[config.mk]
export PLATFORM = sky130hd
export DESIGN_NAME = srog_ctrl
export DESIGN_NICKNAME = d
export VERILOG_FILES = /design/src/rtl/srog_pkg.sv /design/src/rtl/srog_smb_phy.sv /design/src/rtl/srog_ctrl.sv
export SDC_FILE = /design/constraint.sdc
export NUM_CORES = 1
export LEC_CHECK = 0
export BUFFER_PORTS_ARGS = -buffer_cell sky130_fd_sc_hd__buf_2
export CORE_MARGIN = 8
export CORE_UTILIZATION = 30
export DETAILED_ROUTE_END_ITERATION = 8
export PLACE_DENSITY = 0.43
export SLEW_MARGIN = 15
export SYNTH_ARGS = -nofsm -noshare
export SYNTH_HDL_FRONTEND = slang
export SYNTH_SLANG_ARGS = --single-unit
[constraint.sdc]
create_clock -name sys_clk -period 2.69 [get_ports sys_clk]
set_input_delay 0.1345 -clock sys_clk [delete_from_list [all_inputs] [get_ports sys_clk]]
set_output_delay 0.1345 -clock sys_clk [all_outputs]
set_load 0.1 [all_outputs]
[src/rtl/srog_pkg.sv]
// Package of offsets, field layouts and reset values for the output gating bytes
package srog_pkg;
  // Register indices as sent in the command byte
  localparam logic [7:0] IDX_OUT_EN    = 8'h03;
  localparam logic [7:0] IDX_REQ_MAP   = 8'h04;
  localparam logic [7:0] IDX_VSEL_FSEL = 8'h05;
  localparam logic [7:0] IDX_BYTE_CNT  = 8'h08;
  // Writable bits; reserved bits keep their reset value
  localparam logic [7:0] OUT_EN_WMASK  = 8'hF5;
  localparam logic [7:0] REQ_MAP_WMASK = 8'hE7;
  localparam logic [7:0] VSEL_WMASK    = 8'hEF;
  // Reset values
  localparam logic [7:0] OUT_EN_RST    = 8'hFF;
  localparam logic [7:0] REQ_MAP_RST   = 8'h00;
  localparam logic [2:0] VSEL_RST      = 3'h5;
  localparam logic [3:0] FSEL_RST      = 4'h0;
  localparam logic [7:0] BYTE_CNT_RST  = 8'h09;
  // Field positions inside the voltage and frequency byte
  localparam int unsigned VSEL_LSB     = 5;
  localparam int unsigned FSEL_LSB     = 0;
  // Seven-bit bus address; the bit after it selects read or write
  localparam logic [6:0] SLAVE_ADDR    = 7'h69;
  // Bit engine states
  typedef enum logic [2:0] {
    PHY_IDLE = 3'h0,
    PHY_RX   = 3'h1,
    PHY_ACK  = 3'h2,
    PHY_TX   = 3'h3,
    PHY_MACK = 3'h4
  } srog_phy_t;
  // Transaction states
  typedef enum logic [2:0] {
    TR_IDLE = 3'h0,
    TR_ADDR = 3'h1,
    TR_CMD  = 3'h2,
    TR_CNT  = 3'h3,
    TR_DATA = 3'h4,
    TR_READ = 3'h5
  } srog_tr_t;
endpackage

[src/rtl/srog_smb_phy.sv]
// Bit level engine of the two-wire management bus slave
`timescale 1ns/1ps
`default_nettype none
module srog_smb_phy (
  input  wire logic       sys_clk,
  input  wire logic       rstn,
  input  wire logic       smb_clk_pin,
  input  wire logic       smb_data_in,
  input  wire logic       ack_en,
  input  wire logic       tx_mode,
  input  wire logic [7:0] tx_byte,
  output logic            smb_data_out,
  output logic            smb_data_oe,
  output logic            start_p,
  output logic            stop_p,
  output logic            rx_valid,
  output logic [7:0]      rx_byte,
  output logic            tx_take
);
  logic [2:0]        scl_q;
  logic [2:0]        sda_q;
  logic              scl_rise;
  logic              scl_fall;
  logic [7:0]        sh;
  logic [3:0]        cnt;
  logic              ack_q;
  logic              mack_ok;
  srog_pkg::srog_phy_t st;

  // Two flops per pin, third only for edge detection
  always_ff @(posedge sys_clk or negedge rstn)
    if (!rstn)
    begin
      scl_q <= 3'h7;
      sda_q <= 3'h7;
    end
    else
    begin
      scl_q <= {scl_q[1:0], smb_clk_pin};
      sda_q <= {sda_q[1:0], smb_data_in};
    end

  assign scl_rise     = scl_q[1] & ~scl_q[2];
  assign scl_fall     = ~scl_q[1] & scl_q[2];
  assign start_p      = scl_q[1] & scl_q[2] & ~sda_q[1] & sda_q[2];
  assign stop_p       = scl_q[1] & scl_q[2] & sda_q[1] & ~sda_q[2];
  assign smb_data_out = 1'b0; // Open drain: only ever pulls low

  // Bit sequencing; a start always wins, even mid byte
  always_ff @(posedge sys_clk or negedge rstn)
    if (!rstn)
    begin
      st       <= srog_pkg::PHY_IDLE;
      sh       <= 8'h00;
      cnt      <= 4'h0;
      mack_ok  <= 1'b0;
      rx_valid <= 1'b0;
      rx_byte  <= 8'h00;
      tx_take  <= 1'b0;
    end
    else
    begin
      rx_valid <= 1'b0;
      tx_take  <= 1'b0;
      if (start_p)
      begin
        st  <= srog_pkg::PHY_RX;
        cnt <= 4'h0;
      end
      else if (stop_p)
        st <= srog_pkg::PHY_IDLE;
      else
        unique case (st)
          srog_pkg::PHY_IDLE: ;
          srog_pkg::PHY_RX:
          begin
            if (scl_rise)
            begin
              sh  <= {sh[6:0], sda_q[1]};
              cnt <= cnt + 4'h1;
              if (cnt == 4'h7)
              begin
                rx_valid <= 1'b1;
                rx_byte  <= {sh[6:0], sda_q[1]};
              end
            end
            if (scl_fall && cnt == 4'h8)
              st <= ack_q ? srog_pkg::PHY_ACK : srog_pkg::PHY_IDLE;
          end
          srog_pkg::PHY_ACK:
            if (scl_fall)
            begin
              cnt <= 4'h0;
              if (tx_mode)
              begin
                st      <= srog_pkg::PHY_TX;
                sh      <= tx_byte;
                tx_take <= 1'b1;
              end
              else
                st <= srog_pkg::PHY_RX;
            end
          srog_pkg::PHY_TX:
          begin
            if (scl_rise)
              cnt <= cnt + 4'h1;
            if (scl_fall)
            begin
              if (cnt == 4'h8)
                st <= srog_pkg::PHY_MACK;
              else
                sh <= {sh[6:0], 1'b0};
            end
          end
          srog_pkg::PHY_MACK:
          begin
            if (scl_rise)
              mack_ok <= ~sda_q[1];
            if (scl_fall)
            begin
              cnt <= 4'h0;
              if (mack_ok)
              begin
                st      <= srog_pkg::PHY_TX;
                sh      <= tx_byte;
                tx_take <= 1'b1;
              end
              else
                st <= srog_pkg::PHY_IDLE;
            end
          end
          default: st <= srog_pkg::PHY_IDLE;
        endcase
    end

  // Ack decision is frozen when the byte completes
  always_ff @(posedge sys_clk or negedge rstn)
    if (!rstn)
      ack_q <= 1'b0;
    else if (rx_valid)
      ack_q <= ack_en;

  // Registered pull-down; changes one cycle after the state, four cycles after the clock pin falls
  always_ff @(posedge sys_clk or negedge rstn)
    if (!rstn)
      smb_data_oe <= 1'b0;
    else
      smb_data_oe <= (st == srog_pkg::PHY_ACK) | ((st == srog_pkg::PHY_TX) & ~sh[7]);
endmodule
`default_nettype wire

[src/rtl/srog_ctrl.sv]
// Output gating control bytes with their management bus slave
`timescale 1ns/1ps
`default_nettype none
module srog_ctrl (
  input  wire logic       sys_clk,
  input  wire logic       rstn,
  input  wire logic       smb_clk_pin,
  input  wire logic       smb_data_in,
  output logic            smb_data_out,
  output logic            smb_data_oe,
  input  wire logic       request_pin_a_n,
  input  wire logic       request_pin_c_n,
  output logic [5:0]      serial_ref_run,
  output logic [1:0]      graphics_run,
  output logic [2:0]      out_voltage_sel,
  output logic [3:0]      serial_ref_freq_sel
);
  logic [7:0]        serial_ref_output_enables;
  logic [7:0]        request_pin_output_mapping;
  logic [7:0]        voltage_and_serial_ref_freq_select;
  logic [7:0]        byte_count;
  logic [7:0]        index;
  logic [7:0]        wcount;
  logic              reading;
  logic              first_q;
  logic              start_p;
  logic              stop_p;
  logic              rx_valid;
  logic [7:0]        rx_byte;
  logic              tx_take;
  logic [7:0]        tx_byte;
  logic              ack_en;
  logic              reg_wr;
  logic [1:0]        req_a_q;
  logic [1:0]        req_c_q;
  logic              req_a;
  logic              req_c;
  logic [5:0]        en_vec;
  logic [5:0]        map_vec;
  logic [5:0]        req_vec;
  logic [5:0]        next_run;
  logic [1:0]        next_gfx;
  srog_pkg::srog_tr_t ts;

  // Register read decode by index; unused indices read zero
  function automatic logic [7:0] reg_rd(input logic [7:0] idx, input logic [7:0] en,
                                        input logic [7:0] mp, input logic [7:0] vf,
                                        input logic [7:0] bc);
    logic [7:0] v;
    v = 8'h00;
    unique case (idx)
      srog_pkg::IDX_OUT_EN:    v = en;
      srog_pkg::IDX_REQ_MAP:   v = mp;
      srog_pkg::IDX_VSEL_FSEL: v = vf;
      srog_pkg::IDX_BYTE_CNT:  v = bc;
      default:                 v = 8'h00;
    endcase
    return v;
  endfunction

  srog_smb_phy u_phy (
    .sys_clk      (sys_clk),
    .rstn         (rstn),
    .smb_clk_pin  (smb_clk_pin),
    .smb_data_in  (smb_data_in),
    .ack_en       (ack_en),
    .tx_mode      (reading),
    .tx_byte      (tx_byte),
    .smb_data_out (smb_data_out),
    .smb_data_oe  (smb_data_oe),
    .start_p      (start_p),
    .stop_p       (stop_p),
    .rx_valid     (rx_valid),
    .rx_byte      (rx_byte),
    .tx_take      (tx_take)
  );

  // Only the address byte can be refused
  assign ack_en  = (ts != srog_pkg::TR_IDLE)
                   & ((ts != srog_pkg::TR_ADDR) | (rx_byte[7:1] == srog_pkg::SLAVE_ADDR));
  assign reg_wr  = rx_valid & (ts == srog_pkg::TR_DATA) & (wcount != 8'h00);
  assign tx_byte = first_q ? byte_count
                 : reg_rd(index, serial_ref_output_enables, request_pin_output_mapping,
                          voltage_and_serial_ref_freq_select, byte_count);

  // Transaction sequencing: address, command, count, then data; a read address goes straight to read
  always_ff @(posedge sys_clk or negedge rstn)
    if (!rstn)
    begin
      ts      <= srog_pkg::TR_IDLE;
      index   <= 8'h00;
      wcount  <= 8'h00;
      reading <= 1'b0;
      first_q <= 1'b0;
    end
    else if (start_p)
    begin
      ts      <= srog_pkg::TR_ADDR;
      reading <= 1'b0;
    end
    else if (stop_p)
    begin
      ts      <= srog_pkg::TR_IDLE;
      reading <= 1'b0;
    end
    else if (rx_valid)
      unique case (ts)
        srog_pkg::TR_ADDR:
          if (rx_byte[7:1] != srog_pkg::SLAVE_ADDR)
            ts <= srog_pkg::TR_IDLE;
          else if (rx_byte[0])
          begin
            ts      <= srog_pkg::TR_READ;
            reading <= 1'b1;
            first_q <= 1'b1; // Count goes out ahead of the data
          end
          else
            ts <= srog_pkg::TR_CMD;
        srog_pkg::TR_CMD:
        begin
          index <= rx_byte;
          ts    <= srog_pkg::TR_CNT;
        end
        srog_pkg::TR_CNT:
        begin
          wcount <= rx_byte;
          ts     <= srog_pkg::TR_DATA;
        end
        srog_pkg::TR_DATA:
          if (wcount != 8'h00)
          begin
            index  <= index + 8'h01;
            wcount <= wcount - 8'h01;
          end
        default: ;
      endcase
    else if (tx_take)
    begin
      if (first_q)
        first_q <= 1'b0;
      else
        index <= index + 8'h01;
    end

  // Control bytes; reserved bits are masked so they keep their reset level
  always_ff @(posedge sys_clk or negedge rstn)
    if (!rstn)
    begin
      serial_ref_output_enables  <= srog_pkg::OUT_EN_RST;
      request_pin_output_mapping <= srog_pkg::REQ_MAP_RST;
      voltage_and_serial_ref_freq_select <= {srog_pkg::VSEL_RST, 1'b0,
                                             srog_pkg::FSEL_RST};
      byte_count                 <= srog_pkg::BYTE_CNT_RST;
    end
    else if (reg_wr)
      unique case (index)
        srog_pkg::IDX_OUT_EN:
          serial_ref_output_enables <= (rx_byte & srog_pkg::OUT_EN_WMASK)
                                       | (srog_pkg::OUT_EN_RST & ~srog_pkg::OUT_EN_WMASK);
        srog_pkg::IDX_REQ_MAP:
          request_pin_output_mapping <= rx_byte & srog_pkg::REQ_MAP_WMASK;
        srog_pkg::IDX_VSEL_FSEL:
          voltage_and_serial_ref_freq_select <= rx_byte & srog_pkg::VSEL_WMASK;
        srog_pkg::IDX_BYTE_CNT:
          byte_count <= rx_byte;
        default: ;
      endcase

  assign out_voltage_sel     =
    voltage_and_serial_ref_freq_select[srog_pkg::VSEL_LSB +: 3];
  assign serial_ref_freq_sel =
    voltage_and_serial_ref_freq_select[srog_pkg::FSEL_LSB +: 4];

  // Request pins come from other devices, so synchronise them
  always_ff @(posedge sys_clk or negedge rstn)
    if (!rstn)
    begin
      req_a_q <= 2'h3;
      req_c_q <= 2'h3;
    end
    else
    begin
      req_a_q <= {req_a_q[0], request_pin_a_n};
      req_c_q <= {req_c_q[0], request_pin_c_n};
    end

  assign req_a    = ~req_a_q[1];
  assign req_c    = ~req_c_q[1];
  assign en_vec   = {serial_ref_output_enables[7:4], serial_ref_output_enables[2],
                     serial_ref_output_enables[0]};
  assign map_vec  = {request_pin_output_mapping[7:5], 2'b00, request_pin_output_mapping[0]};
  assign req_vec  = {req_a, req_a, req_a, 2'b00, req_c};
  // Enable gates first, request second
  assign next_run = en_vec & (~map_vec | req_vec);
  assign next_gfx = ~request_pin_output_mapping[2:1] | {req_c, req_c};

  // Registered so an output only toggles on whole cycles, never glitches
  always_ff @(posedge sys_clk or negedge rstn)
    if (!rstn)
    begin
      serial_ref_run <= 6'h3F;
      graphics_run   <= 2'h3;
    end
    else
    begin
      serial_ref_run <= next_run;
      graphics_run   <= next_gfx;
    end

  // Checks
  logic seen;
  always_ff @(posedge sys_clk or negedge rstn)
    if (!rstn)
      seen <= 1'b0;
    else
      seen <= 1'b1;

  AST_RESET_VALUES: assert property (@(posedge sys_clk) disable iff (!rstn)
    !seen |-> (serial_ref_output_enables == 8'hFF) && (request_pin_output_mapping == 8'h00))
    else $error("control bytes not at reset value");
  AST_VSEL_DEFAULT: assert property (@(posedge sys_clk) disable iff (!rstn)
    !seen |-> (out_voltage_sel == 3'h5) && (serial_ref_freq_sel == 4'h0))
    else $error("voltage select not at default");
  AST_MASTER_STOP: assert property (@(posedge sys_clk) disable iff (!rstn)
    (!en_vec[5] && req_a) [*2] |-> !serial_ref_run[5])
    else $error("disabled output runs despite request");
  AST_REQ_GATE: assert property (@(posedge sys_clk) disable iff (!rstn)
    (map_vec[0] && !req_c) [*2] |-> !serial_ref_run[0] && (graphics_run
      == ~$past(request_pin_output_mapping[2:1])))
    else $error("mapped output runs without request");
  AST_RUN_ENABLED: assert property (@(posedge sys_clk) disable iff (!rstn)
    (en_vec[4] && !map_vec[4]) |=> serial_ref_run[4])
    else $error("enabled unmapped output stopped");
  AST_MAP_WRITE: assert property (@(posedge sys_clk) disable iff (!rstn)
    (reg_wr && index == srog_pkg::IDX_REQ_MAP)
      |=> request_pin_output_mapping == ($past(rx_byte) & srog_pkg::REQ_MAP_WMASK))
    else $error("mapping byte write lost");
  AST_FSEL_WRITE: assert property (@(posedge sys_clk) disable iff (!rstn)
    (reg_wr && index == srog_pkg::IDX_VSEL_FSEL)
      |=> serial_ref_freq_sel == $past(rx_byte[3:0])
      && out_voltage_sel == $past(rx_byte[7:5]))
    else $error("frequency select write lost");
  AST_COUNT_FIRST: assert property (@(posedge sys_clk) disable iff (!rstn)
    (tx_take && first_q) |-> u_phy.sh == byte_count ##1 !first_q)
    else $error("read did not start with byte count");
  AST_READ_BACK: assert property (@(posedge sys_clk) disable iff (!rstn)
    (tx_take && !first_q && index == srog_pkg::IDX_VSEL_FSEL)
      |-> u_phy.sh == voltage_and_serial_ref_freq_select)
    else $error("read back mismatch");

  COV_WRITE_EN: cover property (@(posedge sys_clk) disable iff (!rstn)
    reg_wr && index == 8'h03);
  COV_BLOCK_READ: cover property (@(posedge sys_clk) disable iff (!rstn)
    tx_take && first_q ##[1:1000] tx_take);
  COV_GATED_STOP: cover property (@(posedge sys_clk) disable iff (!rstn)
    $fell(serial_ref_run[0]) && en_vec[0]);
endmodule
`default_nettype wire

==> results.env <==
STATUS='complete, no violations'
NUMBER_OF_CELLS_IN_THE_DESIGN_AFTER_PLACEMENT=628
REPORT.FINAL.SETUP_VIOL=0
CLOCK.FMAX_MHz=427
MIN_PATH_TYPE='in2async'
FLOORPLAN.CORE_AREA_MM2=0.0151
AREA.GROWTH.SYNTH_TO_FINAL_PCT=14.4
VIA_PER_INST=5.19
NUMBER_OF_DIFFERENT_LIBRARY_CELLS_IN_THE_POST_SYNTHESIS_NETLIST=67
POST-DP-HPWL_MM=7.78
WORSTPATHREQUIRED_PS=2920
YS_ASYNC_SR_FRACTION=1.00
REG2REG_SLACK_PS=350
START_TO_END_TYPE_OF_THE_WORST_SETUP_PATH='reg2reg'
CTS.REPAIR_TIMING.SETUP_BUFFER_COUNT=0
WORST_PIN_SLEW_PS=1050
FIN_WORST_SKEW_PS=8.28
YOSYS_REGISTER_BITS=94
POWER.STATIC_LEAKAGE_nW=2.32
CP_DATA_ARRIVAL_TIME_PS=2570
SYNTHFLOPTYPE='sky130_fd_sc_hd__dfrtp_1'
CLOCKBUFFERDEPTH=2
ROOT_BUFFER='sky130_fd_sc_hd__clkbuf_16'
DRT_PRE_ANTENNA_ITERS=4
TOTALNEGATIVESETUPSLACK_PS=0
SYNTH_COMPOUND_AREA_FRAC=0.170
FILL_CELLS=1505
MAPPEDNETLISTNETS=443
DRT-INITIAL-DRC-COUNT=219
SLEW_VIOLATIONS=0
SYNTH-SIMPLE-AREA-SHARE=0.154
SYNTHADDERAREAFRAC=0.0189
FINAL_AREA_MM2=0.00530
CLOCK_SINK_COUNT=94
WORSTSETUPENDPOINTTYPE='flop'
PLACED_CELL_AREA_MM2=0.00495
GRT_START_MAX_NET_PINS=42
CTS.HTREE.LEVELS=3
SYNTHMOSTINSTANTIATEDCELL='sky130_fd_sc_hd__dfrtp_1'
INITIAL_UTILIZATION=0.306
DESIGN_POWER_TOTAL_mW=3.26
NETLIST_INSTANCES=430
VDD.IR_DROP.WORST_uV=307
SYNTH.YOSYS.WARNINGS=0
SYNTHMUXAREASHARE=0.103
REPORT.FINAL.HOLD_VIOL_COUNT=0
GR-USAGE-ALL-LAYERS=0.120
MAXCAPVIOLCOUNT=0
CTS.REPORTEDPATHS.CLKPINSLEW_PS=70
R2R_CELLS=7
CRITICAL_PATH.MAX_FANOUT=16
REG_AREA_MM2=0.00239
AVGROUTEDWIREPERCELL_UM=17.2
MULTIINPUTGATEAREA_MM2=0.00209
SYN_AREA_MM2=0.00463
POSTROUTEANTENNANETS=0
NUMBER_OF_ENABLE_FLIP_FLOP_CELLS_AFTER_SYNTHESIS=0
PORT_BUFFERS=21
DRT_DRC_VIOLATIONS_LEFT=0
NUM_VIAS=3368
IOS=23
FINALWIRELENGTH_MM=11.2
SEQUENTIAL_AREA_SHARE_AFTER_SYNTHESIS=0.516
WORST_SLEW_MARGIN_REL=0.298
SYNTHTOPCELLSBYAREA='sky130_fd_sc_hd__dfrtp_1 36%, sky130_fd_sc_hd__dfstp_2 16%, sky130_fd_sc_hd__mux2_2 9.5%'
FINAL_MIN_PERIOD_OVER_CLOCK_PERIOD=0.871
YOSYS.AREA.TOP_TYPE='sky130_fd_sc_hd__dfrtp_1'
FIRST_GLOBAL_VIAS=3410
POST_SYNTH_MOST_FREQUENT_CELLS='66 x sky130_fd_sc_hd__dfrtp_1, 41 x sky130_fd_sc_hd__nor2_1, 39 x sky130_fd_sc_hd__mux2_2, 36 x sky130_fd_sc_hd__nand2_1, 30 x sky130_fd_sc_hd__o21ai_0'
PLACE_WORST_SETUP_SLACK_PS=399
CLOCK_TREE_FROM_TRITONCTS='yes'
GRT.OVERFLOW.TOTAL=0
FP.DIEW_UM=140
P_PER_AREA_mW_PER_MM2=616
POST-ROUTE-WORST-SETUP-SLACK_PS=348
HOLDWS_PS=326
SYNTH.AVG_CELL_AREA_UM2=10.8
INSERTEDDIODECOUNT=0
DIE_AREA_MM2=0.0197
GRT_SETUP_UNREPAIRED='false'
DIE_OUTLINE_HEIGHT_UM=140
FINALNONFILLERCELLS=649
FINAL.MIN_CLOCK_PERIOD_PS=2340
WORSTSETUPSTARTPOINTTYPE='flop'
GLOBAL_ROUTE_WIRE_LENGTH_BEFORE_REPAIR_MM=18.4
FINALNETCOUNT=469
PROPORTION_OF_LAYOUT_CELLS_WITH_A_DRIVE_SUFFIX_ABOVE_1=0.280
YOSYS.AREA.TOP_TYPE_SHARE=0.357
YOSYS.AREA_SHARE.XOR_XNOR=0.00378
POSTLAYOUTCOREUTIL=0.350
CRIT-REG2REG-CAPTURE='wcount[7]$_DFFE_PN0P_'
ROUTABILITYCONGESTION=0.777
FP-ROW-COUNT=45
REG2REG_FROM='wcount[0]$_DFFE_PN0P_'
INITIAL_ANTENNA_VIOLATION_COUNT=0
SYNTH_TOP_FAMILY_BY_AREA='compound AO/OA/AOI/OAI gates'
WORST_SKEW_PAIR.LATE_LATENCY_PS=350
NUMBER_OF_CLOCK_BUFFERS_INSERTED_BY_TRITONCTS=9
## flip-flops by register name (all words and copies together) (netlist names), 2 cells and up
| name | count |
|---|---|
| request_pin_output_mapping | 6 |
| req_a_q | 2 |
| u_phy.st | 3 |
| u_phy.cnt | 4 |
| serial_ref_output_enables | 6 |
| index | 8 |
| graphics_run | 2 |
| u_phy.sh | 8 |
| voltage_and_serial_ref_freq_select | 7 |
| ts | 3 |
| serial_ref_run | 6 |
| u_phy.sda_q | 3 |
| byte_count | 8 |
| u_phy.scl_q | 3 |
| wcount | 8 |
| u_phy.rx_byte | 8 |
| req_c_q | 2 |
## layer usage
metal	vias to the layer above	wire (µm)	GRT usage
li1	1614	-	-
met1	1702	5450	0.157
met2	41	5270	0.192
met3	11	220	0.0173
met4	0	214	0.0549
met5	-	0	0
## placed cells by master (no fill, tap or decap), types with 3 or more instances in the layout
cell type / n
sky130_fd_sc_hd__nand2b_1: 5
sky130_fd_sc_hd__buf_2: 20
sky130_fd_sc_hd__dfstp_2: 28
sky130_fd_sc_hd__dfrtp_1: 66
sky130_fd_sc_hd__a22oi_1: 7
sky130_fd_sc_hd__o22a_1: 6
sky130_fd_sc_hd__o211ai_1: 3
sky130_fd_sc_hd__mux2i_1: 4
sky130_fd_sc_hd__o21ai_0: 30
sky130_fd_sc_hd__nor4b_1: 4
sky130_fd_sc_hd__dlygate4sd3_1: 5
sky130_fd_sc_hd__a31oi_1: 5
sky130_fd_sc_hd__a221oi_1: 5
sky130_fd_sc_hd__o31ai_1: 6
sky130_fd_sc_hd__nor4_1: 3
sky130_fd_sc_hd__a22o_1: 5
sky130_fd_sc_hd__nor3_1: 8
sky130_fd_sc_hd__inv_1: 12
sky130_fd_sc_hd__clkbuf_16: 9
sky130_fd_sc_hd__nand2_1: 36
sky130_fd_sc_hd__buf_4: 12
sky130_fd_sc_hd__nor2b_1: 6
sky130_fd_sc_hd__nand3_1: 8
sky130_fd_sc_hd__inv_6: 3
sky130_fd_sc_hd__a21boi_0: 5
sky130_fd_sc_hd__a211oi_1: 3
sky130_fd_sc_hd__a21o_1: 6
sky130_fd_sc_hd__ha_1: 7
sky130_fd_sc_hd__a21oi_1: 17
sky130_fd_sc_hd__mux2_2: 39
sky130_fd_sc_hd__nor2_1: 41
## logic make-up after synthesis
logic type | Yosys count
xor gates and xnor gates | 2
DFF | 94
buffers and inverters | 34
adders and majority gates | 7
muxes | 43
and+or+nand+nor | 134
AOI/OAI and AO/OA | 115
other | 1
## worst max-delay path: stages (launching register included)
cell	delay (ps)
sky130_fd_sc_hd__dfrtp_1	430
sky130_fd_sc_hd__inv_1	120
sky130_fd_sc_hd__ha_1	140
sky130_fd_sc_hd__nor3b_1	240
sky130_fd_sc_hd__a21oi_1	110
sky130_fd_sc_hd__o211ai_1	840
sky130_fd_sc_hd__nor2_1	110
sky130_fd_sc_hd__o22a_1	230
## worst max path at each step
stage                                from                                   endpoint  slack (ps)  cells past startpoint
floorplan            index[4]$_DFFE_PN0P_  request_pin_output_mapping[0]$_DFFE_PN0P_         670                      5
global placement     index[4]$_DFFE_PN0P_  request_pin_output_mapping[2]$_DFFE_PN0P_         450                      4
detailed placement  wcount[0]$_DFFE_PN0P_                      wcount[7]$_DFFE_PN0P_         400                      7
CTS                 wcount[0]$_DFFE_PN0P_                      wcount[7]$_DFFE_PN0P_         390                      7
global route        wcount[0]$_DFFE_PN0P_                      wcount[5]$_DFFE_PN0P_         150                      7
finish              wcount[0]$_DFFE_PN0P_                      wcount[7]$_DFFE_PN0P_         350                      7
## repair_timing
action | in CTS | in global routing
resized for setup | 0 | 0
hold endpoints to repair | 34 | 0
hold buffers | 5 | 0
## power by group
group / leakage, nW / internal [mW] / total, mW / switching (mW)
Combinational: 0.981 / 0.149 / 0.329 / 0.180
Sequential: 1.19 / 1.52 / 1.65 / 0.123
Clock: 0.148 / 0.660 / 1.29 / 0.625
## cell type report
cell class,count,share of cell area
Sequential cell,94,0.451
Multi-Input combinational cell,302,0.395
Timing Repair Buffer,37,0.0453
Tap cell,188,0.0444
Clock buffer,9,0.0425
Clock inverter,7,0.0139
Inverter,12,0.00850
(Power assumes the default switching activity.)
